**config.mk**
```make
export PLATFORM = sky130hd
export DESIGN_NAME = at_bus_master_host_interface
export DESIGN_NICKNAME = d
export VERILOG_FILES = /design/src/at_host_pkg.sv /design/src/addr_latch.sv /design/src/at_bus_master_host_interface.sv
export SDC_FILE = /design/constraint.sdc
export NUM_CORES = 1
export LEC_CHECK = 0
export CORE_AREA = 10 10 64 105
export DETAILED_ROUTE_END_ITERATION = 12
export DIE_AREA = 0 0 74 115
export DONT_BUFFER_PORTS = 1
export SLEW_MARGIN = 20
export SYNTH_ARGS = -nofsm -noshare
export SYNTH_HDL_FRONTEND = slang
export SYNTH_HIERARCHICAL = 1
export SYNTH_SLANG_ARGS = --single-unit
```
**constraint.sdc**
```tcl
create_clock -name clk_sys -period 2.47 [get_ports clk_sys]
set_input_delay 0 -clock clk_sys [delete_from_list [all_inputs] [get_ports clk_sys]]
set_output_delay 0 -clock clk_sys [all_outputs]
set_load 0.005 [all_outputs]
```
**src/at_host_pkg.sv**
```systemverilog
// at_host_pkg: constants for the expansion bus master host interface
// assumes: single clock domain at 250 MHz, no software-visible registers
package at_host_pkg;

  // ==========================================================
  // widths and counts
  localparam int unsigned REQ_LINES = 3;
  localparam int unsigned LATCH_ADDR_W = 7;
  localparam int unsigned SETTLE_SHORT_CLKS = 10;
  localparam int unsigned SETTLE_LONG_CLKS = 20;
  localparam int unsigned SETTLE_CNT_W = 5;

  // ==========================================================
  // transfer width codes
  typedef enum logic [1:0]
  {
    WIDTH_8 = 2'h0,
    WIDTH_16 = 2'h1,
    WIDTH_32 = 2'h2
  } xfer_width_e;

  // ==========================================================
  // master sequencer states, gray along request-grant-settle-strobe-done
  typedef enum logic [2:0]
  {
    ST_IDLE = 3'h0,
    ST_REQ = 3'h1,
    ST_SETTLE = 3'h3,
    ST_STROBE = 3'h2,
    ST_DONE = 3'h6
  } mst_state_e;

  // ==========================================================
  // reset values
  localparam logic [2:0] REQ_RESET = 3'h0;
  localparam logic [6:0] LATCH_RESET = 7'h00;

endpackage : at_host_pkg

```
**src/addr_latch.sv**
```systemverilog
// addr_latch: transparent/capture latch for upper address bits 17..23
// assumes: strobe sampled synchronous to clk_sys
`timescale 1ns/1ps
`default_nettype none
module addr_latch
#(
  parameter int unsigned WIDTH = 7
)
(
  // clock and reset
  input wire logic clk_sys,
  input wire logic reset,
  input wire logic clk_en,
  // latch control
  input wire logic strobe,
  input wire logic [WIDTH-1:0] addr_in,
  // latched value
  output logic [WIDTH-1:0] addr_out
);
  import at_host_pkg::*;

  logic [WIDTH-1:0] hold_q; // value captured when strobe falls

  // ==========================================================
  // capture while strobe high, freeze on fall
  always_ff @(posedge clk_sys)
  begin
    if (reset)
      hold_q <= WIDTH'(0);
    else if (clk_en && strobe)
      hold_q <= addr_in;
  end

  // transparent when strobe high, held value otherwise
  assign addr_out = strobe ? addr_in : hold_q;

endmodule : addr_latch
`default_nettype wire

```
**src/at_bus_master_host_interface.sv**
```systemverilog
// at_bus_master_host_interface: slave access qualification, bus acquisition,
// channel check, wait states and target width selection for the expansion bus
// assumes: all pins synchronous to clk_sys; far side arbitrates and decodes
`timescale 1ns/1ps
`default_nettype none
module at_bus_master_host_interface
#(
  parameter int unsigned REQ_N = at_host_pkg::REQ_LINES
)
(
  // clock, enable, reset
  input wire logic clk_sys,
  input wire logic clk_en,
  input wire logic reset,
  input wire logic bus_reset,
  // mode straps
  input wire logic mode_strap_a,
  input wire logic mode_strap_b,
  // slave side
  input wire logic aen,
  input wire logic reg_access,
  input wire logic bale_in,
  input wire logic [at_host_pkg::LATCH_ADDR_W-1:0] la_in,
  // internal control
  input wire logic start_req,
  input wire logic [1:0] req_sel,
  input wire logic settle_long,
  input wire logic chck_wr,
  input wire logic chck_wdata,
  // bus acquisition
  input wire logic [REQ_N-1:0] dack_n,
  output logic [REQ_N-1:0] drq,
  output logic master_n,
  output logic host_own,
  output logic bale_oe,
  // cycle control
  input wire logic iochrdy,
  input wire logic iocs16_n,
  input wire logic target_width32_select,
  output logic iord_n,
  output logic iord_oe,
  // channel check pin
  input wire logic iochck_n_in,
  output logic iochck_n,
  // status towards the local side
  output logic reg_access_ok,
  output logic [at_host_pkg::LATCH_ADDR_W-1:0] la_latched,
  output logic [1:0] xfer_width,
  output logic xfer_done,
  output logic access_error,
  output logic mode_at
);
  import at_host_pkg::*;

  // ==========================================================
  // elaboration checks
  initial
  begin
    if (REQ_N != REQ_LINES)
      $error("request line count must be three");
  end

  // ==========================================================
  // state
  mst_state_e state_q, state_d; // sequencer
  logic [SETTLE_CNT_W-1:0] cnt_q, cnt_d; // settle counter
  logic [1:0] sel_q; // chosen request line
  logic [REQ_N-1:0] drq_q;
  logic master_n_q;
  logic own_q;
  logic iord_n_q;
  logic chck_q; // channel check driven
  // pin level kept in its own flop so the output needs no inverter after the register
  logic iochck_n_q; // low while the check bit is set
  logic acc_ok_q;
  logic [LATCH_ADDR_W-1:0] la_q;
  logic [1:0] width_q;
  logic done_q;
  logic err_q;
  logic mode_q;
  logic [LATCH_ADDR_W-1:0] la_comb;

  // ==========================================================
  // decode wires
  wire logic rst_any = reset | bus_reset;
  wire logic mode_d = mode_strap_a & mode_strap_b;
  wire logic grant = ~dack_n[sel_q];
  wire logic [SETTLE_CNT_W-1:0] settle_cnt = settle_long ?
    SETTLE_CNT_W'(SETTLE_LONG_CLKS - 1) : SETTLE_CNT_W'(SETTLE_SHORT_CLKS - 1);
  wire logic chck_seen = ~iochck_n_in | chck_q;
  wire logic abort = chck_seen;
  wire logic [1:0] width_d = ~target_width32_select ? WIDTH_32 :
    (~iocs16_n ? WIDTH_16 : WIDTH_8);

  // one-hot request for the chosen line
  function automatic logic [REQ_N-1:0] onehot(input logic [1:0] s);
    onehot = REQ_N'(1) << s;
  endfunction : onehot

  // ==========================================================
  // upper address latch
  addr_latch #(.WIDTH(LATCH_ADDR_W)) u_latch
  (
    .clk_sys(clk_sys),
    .reset(rst_any),
    .clk_en(clk_en),
    .strobe(bale_in),
    .addr_in(la_in),
    .addr_out(la_comb)
  );

  // ==========================================================
  // sequencer next state
  always_comb
  begin
    state_d = state_q;
    cnt_d = cnt_q;
    case (state_q)
      ST_IDLE:
      begin
        if (start_req && mode_q && req_sel < 2'(REQ_N))
          state_d = ST_REQ;
      end
      ST_REQ:
      begin
        if (grant)
        begin
          state_d = ST_SETTLE;
          cnt_d = settle_cnt;
        end
      end
      ST_SETTLE:
      begin
        // no strobe until settle delay expires
        if (abort)
          state_d = ST_DONE;
        else if (cnt_q == '0)
          state_d = ST_STROBE;
        else
          cnt_d = cnt_q - 1'b1;
      end
      ST_STROBE:
      begin
        // hold read strobe while target not ready
        if (abort)
          state_d = ST_DONE;
        else if (iochrdy)
          state_d = ST_DONE;
      end
      ST_DONE:
        state_d = ST_IDLE;
      default:
        state_d = ST_IDLE;
    endcase
  end

  // ==========================================================
  // state registers
  always_ff @(posedge clk_sys)
  begin
    if (rst_any)
    begin
      state_q <= ST_IDLE;
      cnt_q <= '0;
      sel_q <= 2'h0;
    end
    else if (clk_en)
    begin
      state_q <= state_d;
      cnt_q <= cnt_d;
      if (state_q == ST_IDLE && start_req)
        sel_q <= req_sel;
    end
  end

  // ==========================================================
  // bus ownership outputs
  always_ff @(posedge clk_sys)
  begin
    if (rst_any)
    begin
      drq_q <= REQ_RESET;
      master_n_q <= 1'b1;
      own_q <= 1'b0;
      iord_n_q <= 1'b1;
    end
    else if (clk_en)
    begin
      drq_q <= (state_d == ST_REQ || state_d == ST_SETTLE || state_d == ST_STROBE) ?
        onehot(state_q == ST_IDLE ? req_sel : sel_q) : REQ_RESET;
      master_n_q <= ~(state_d == ST_SETTLE || state_d == ST_STROBE);
      own_q <= (state_d == ST_SETTLE || state_d == ST_STROBE);
      iord_n_q <= ~(state_d == ST_STROBE);
    end
  end

  // ==========================================================
  // channel check, slave qualification, status
  always_ff @(posedge clk_sys)
  begin
    if (rst_any)
    begin
      chck_q <= 1'b0;
      iochck_n_q <= 1'b1;
      acc_ok_q <= 1'b0;
      la_q <= LATCH_RESET;
      width_q <= WIDTH_8;
      done_q <= 1'b0;
      err_q <= 1'b0;
      mode_q <= 1'b0;
    end
    else if (clk_en)
    begin
      mode_q <= mode_d;
      // set only by a write of the control bit, cleared by such a write or by reset or bus_reset
      if (chck_wr)
      begin
        chck_q <= chck_wdata;
        iochck_n_q <= ~chck_wdata;
      end
      acc_ok_q <= reg_access & ~aen & mode_q;
      la_q <= la_comb;
      if (state_q == ST_SETTLE)
        width_q <= width_d;
      done_q <= (state_q == ST_STROBE) && (state_d == ST_DONE);
      err_q <= (state_q == ST_STROBE || state_q == ST_SETTLE) && abort;
    end
  end

  // ==========================================================
  // outputs
  assign drq = drq_q;
  assign master_n = master_n_q;
  assign host_own = own_q;
  assign bale_oe = 1'b0;
  assign iord_n = iord_n_q;
  assign iord_oe = own_q; // drive the read strobe only while owner
  assign iochck_n = iochck_n_q;
  assign reg_access_ok = acc_ok_q;
  assign la_latched = la_q;
  assign xfer_width = width_q;
  assign xfer_done = done_q;
  assign access_error = err_q;
  assign mode_at = mode_q;

endmodule : at_bus_master_host_interface
`default_nettype wire

```
==> run metrics <==
outcome=completed; GP Congestion=0.884; Synth area leader=dfxtp_1; Worst R2R Start=state_q[0]$_SDFFE_PP0P_; setup_tns=0 ns; CTS tree=built; HP Class=in -> reg; Clock transition at path regs=~0.080 ns; Final Cell Area=roughly 2400 um^2; number of global-route vias before repair=about 1.9k; Max Root-Sink Buffers=2; die area=~8500 um^2; max layer used=met4; Die X=roughly 74 um; Reg2Reg Depth=6; distinct cell type count after synthesis=between 40 and 50; Post-CTS Hold Buffers=38; clock sinks=38; Vias/cell=around 5.4; Synth Register Bits=38; worst path required time=roughly 2.7 ns; Root Driver=clkbuf_8; dpl hpwl=around 3400 um; FF-to-FF setup slack=just over 0.5 ns; Worst-Margin Slew=~0.63 ns; Avg Inst Size Synth=8.78 um^2; Skew-Pair Late Insertion Delay=between 0.2 and 0.3 ns; critical path endpoint category=flip-flop; Max Slew Vio Count=0; DRT met1 WL=1860 um; Congestion Overflow GR=0; Fin. Hold Viols=0; Starting Density=between 30% and 40%; PortBufs=0; fmax=0.439 GHz; nets=280; max_slew headroom=roughly three fifths; Iteration-0 DRC Markers=65; Final Setup Violations=0; ant diodes=0; DR vias=between 1.5k and 2k; number of synthesized flops with an enable pin=0; CTS Buf Count=5; Crit Path Class=in -> reg; CP startpoint kind=input pin; first-pass GRT wire length=9250 um; fraction of registers with async set/reset=0%; Post-synth top flop=dfxtp_1; CTS resizes=0; RSZ-0062 raised after global routing=false; Area contributors post-synth=dfxtp_1 40%, mux2i_1 6.9%, a21oi_1 5.3%; Max Clock Skew=between 0.009 and 0.01 ns; reg2reg end=xfer_width[0]$_SDFFE_PP0P_; fin crit period=approximately 2.3 ns; layout cells sized above 1=around 11%; CP Launch Point=reset; antenna violations before repair=0; routed length on met2=between 3000 and 4000 um; Routed WL per cell=17.6 um; Row Count=34; Max-cap violations=0; CP Capture Point=u_latch/hold_q[2]$_SDFFE_PP0P_; htree depth=2; WL met3=between 300 and 400 um; Post-CTS Repair Setup Buffers=0; P_leak=between 0.8 and 0.9 nW; Syn Nets=247; Pre-Repair DR Iteration Count=5; synth-to-layout area growth=26.2%; antenna viol nets, final=0; DRC viols=0; Synth Instances=216; Placed Area=roughly 1900 um^2; Post-Syn Area=1900 um^2; I/O pin count=51; GR Util All Layers=approximately 14%; Hold Path Cell Cnt=3; Routed Wire Length=5350 um; Yosys warning count=6; die height=115 um; Final period util=~90%; sequential fraction of the synthesis area=around two fifths; core box area=~5000 um^2; hold_sp=bale_in; Synth top area share=roughly two fifths; pin count of the biggest net entering global routing=42; P per Cell Area=between 500 and 600 nW/um^2; Max FO, Critical Path=34; Max IR drop VDD=0.000383 V; crit path DAT=approximately 2.5 ns
## stage by stage
step / util [%] / cells / power, W / hold slack, ns / setup WS [ns]
floorplan: - / 216 / 0.000704 / 0.147 / 0.891
global placement: 38.0 / 258 / 0.000698 / 0.124 / 0.753
detailed placement: 38.0 / 258 / 0.000699 / 0.128 / 0.740
CTS: 48.1 / 304 / 0.00129 / 0.000440 / 0.269
global route: 48.1 / 304 / 0.00133 / 0.0128 / 0.112
finish: 48.1 / 304 / 0.00127 / 0.00379 / 0.193
## kinds of logic after synthesis
kind of cell,Yosys count,synth area share (%)
and+or+nand+nor,82,23.2
AOI/OAI and AO/OA,51,18.2
DFF,38,40.1
buffers and inverters,22,5.94
muxes,20,11.0
adders and majority gates,2,1.32
other,1,0.198
## flip-flops by register name (all words and copies together), names as in the netlist, 2 cells and up
register	cells
cnt_q	5
state_q	3
u_latch/hold_q	7
drq	3
xfer_width	2
sel_q	2
la_latched	7
## cells in the final DEF, fill, tap and decap left out, types with 2 or more instances in the layout
cell type	Yosys	routed
dfxtp_1	38	38
dlygate4sd3_1	0	37
nor2_1	23	23
a21oi_1	20	20
nand2_1	16	16
mux2i_1	13	13
nand3_1	12	12
inv_1	8	8
nand2b_1	8	8
mux2_2	7	7
clkbuf_8	0	5
nor2b_1	4	4
o21ai_0	4	4
a31oi_1	4	4
a21bo_2	4	4
nor3b_1	3	3
a221oi_1	3	3
nor3_1	3	3
o21ai_1	3	3
a21bo_1	3	3
nand4b_1	2	2
nand3b_1	2	2
or4b_4	2	2
o32ai_1	2	2
ha_1	2	2
## per-layer routing
layer / GRT usage, % / vias to the layer above
met5: 0 / -
li1: - / 820
met4: 5.12 / 0
met2: 25.3 / 35
met1: 13.2 / 771
met3: 3.88 / 8
## power by group
part / switching [W] / leakage [nW] / internal, W
combinational: 0.0000525 / 0.534 / 0.0000631
clock: 0.000229 / 0.0514 / 0.000301
sequential: 0.00000564 / 0.307 / 0.000619
## how the worst min path moves through the flow
stage                                             to  slack [ns]
after floorplan                sel_q[0]$_SDFFE_PP0P_        0.15
after global placement       state_q[1]$_SDFFE_PP0P_        0.12
after detailed placement     state_q[1]$_SDFFE_PP0P_        0.13
after CTS                 la_latched[3]$_SDFFE_PP0P_      0.0004
after global routing           host_own$_SDFFE_PP0P_        0.01
final                     la_latched[3]$_SDFFE_PP0P_       0.004
## final cells by class
class | instances | area [um^2]
multi-input combinational | 156 | 1020
clock inverter | 2 | 37.5
fill | 490 | 2580
timing repair buffer | 39 | 398
sequential | 38 | 761
tap | 54 | 67.6
clock buffer | 6 | 72.6
inverter | 9 | 33.8
## worst max-delay path, stage by stage
cell,delay (ns)
dlygate4sd3_1,0.54
nor2_1,0.04
dlygate4sd3_1,0.55
buf_4,0.17
inv_2,0.46
a21oi_1,0.10
dlygate4sd3_1,0.59
## synthesized netlist by cell type (3+ instances only)
master / instances
dfxtp_1: 38
mux2i_1: 13
o21ai_0: 4
nand3_1: 12
a31oi_1: 4
a21bo_2: 4
nand2_1: 16
nor2b_1: 4
nor3_1: 3
a221oi_1: 3
a21oi_1: 20
a21bo_1: 3
nor3b_1: 3
nand2b_1: 8
inv_1: 8
buf_2: 5
nor2_1: 23
o21ai_1: 3
mux2_2: 7
(Power assumes the default switching activity.)
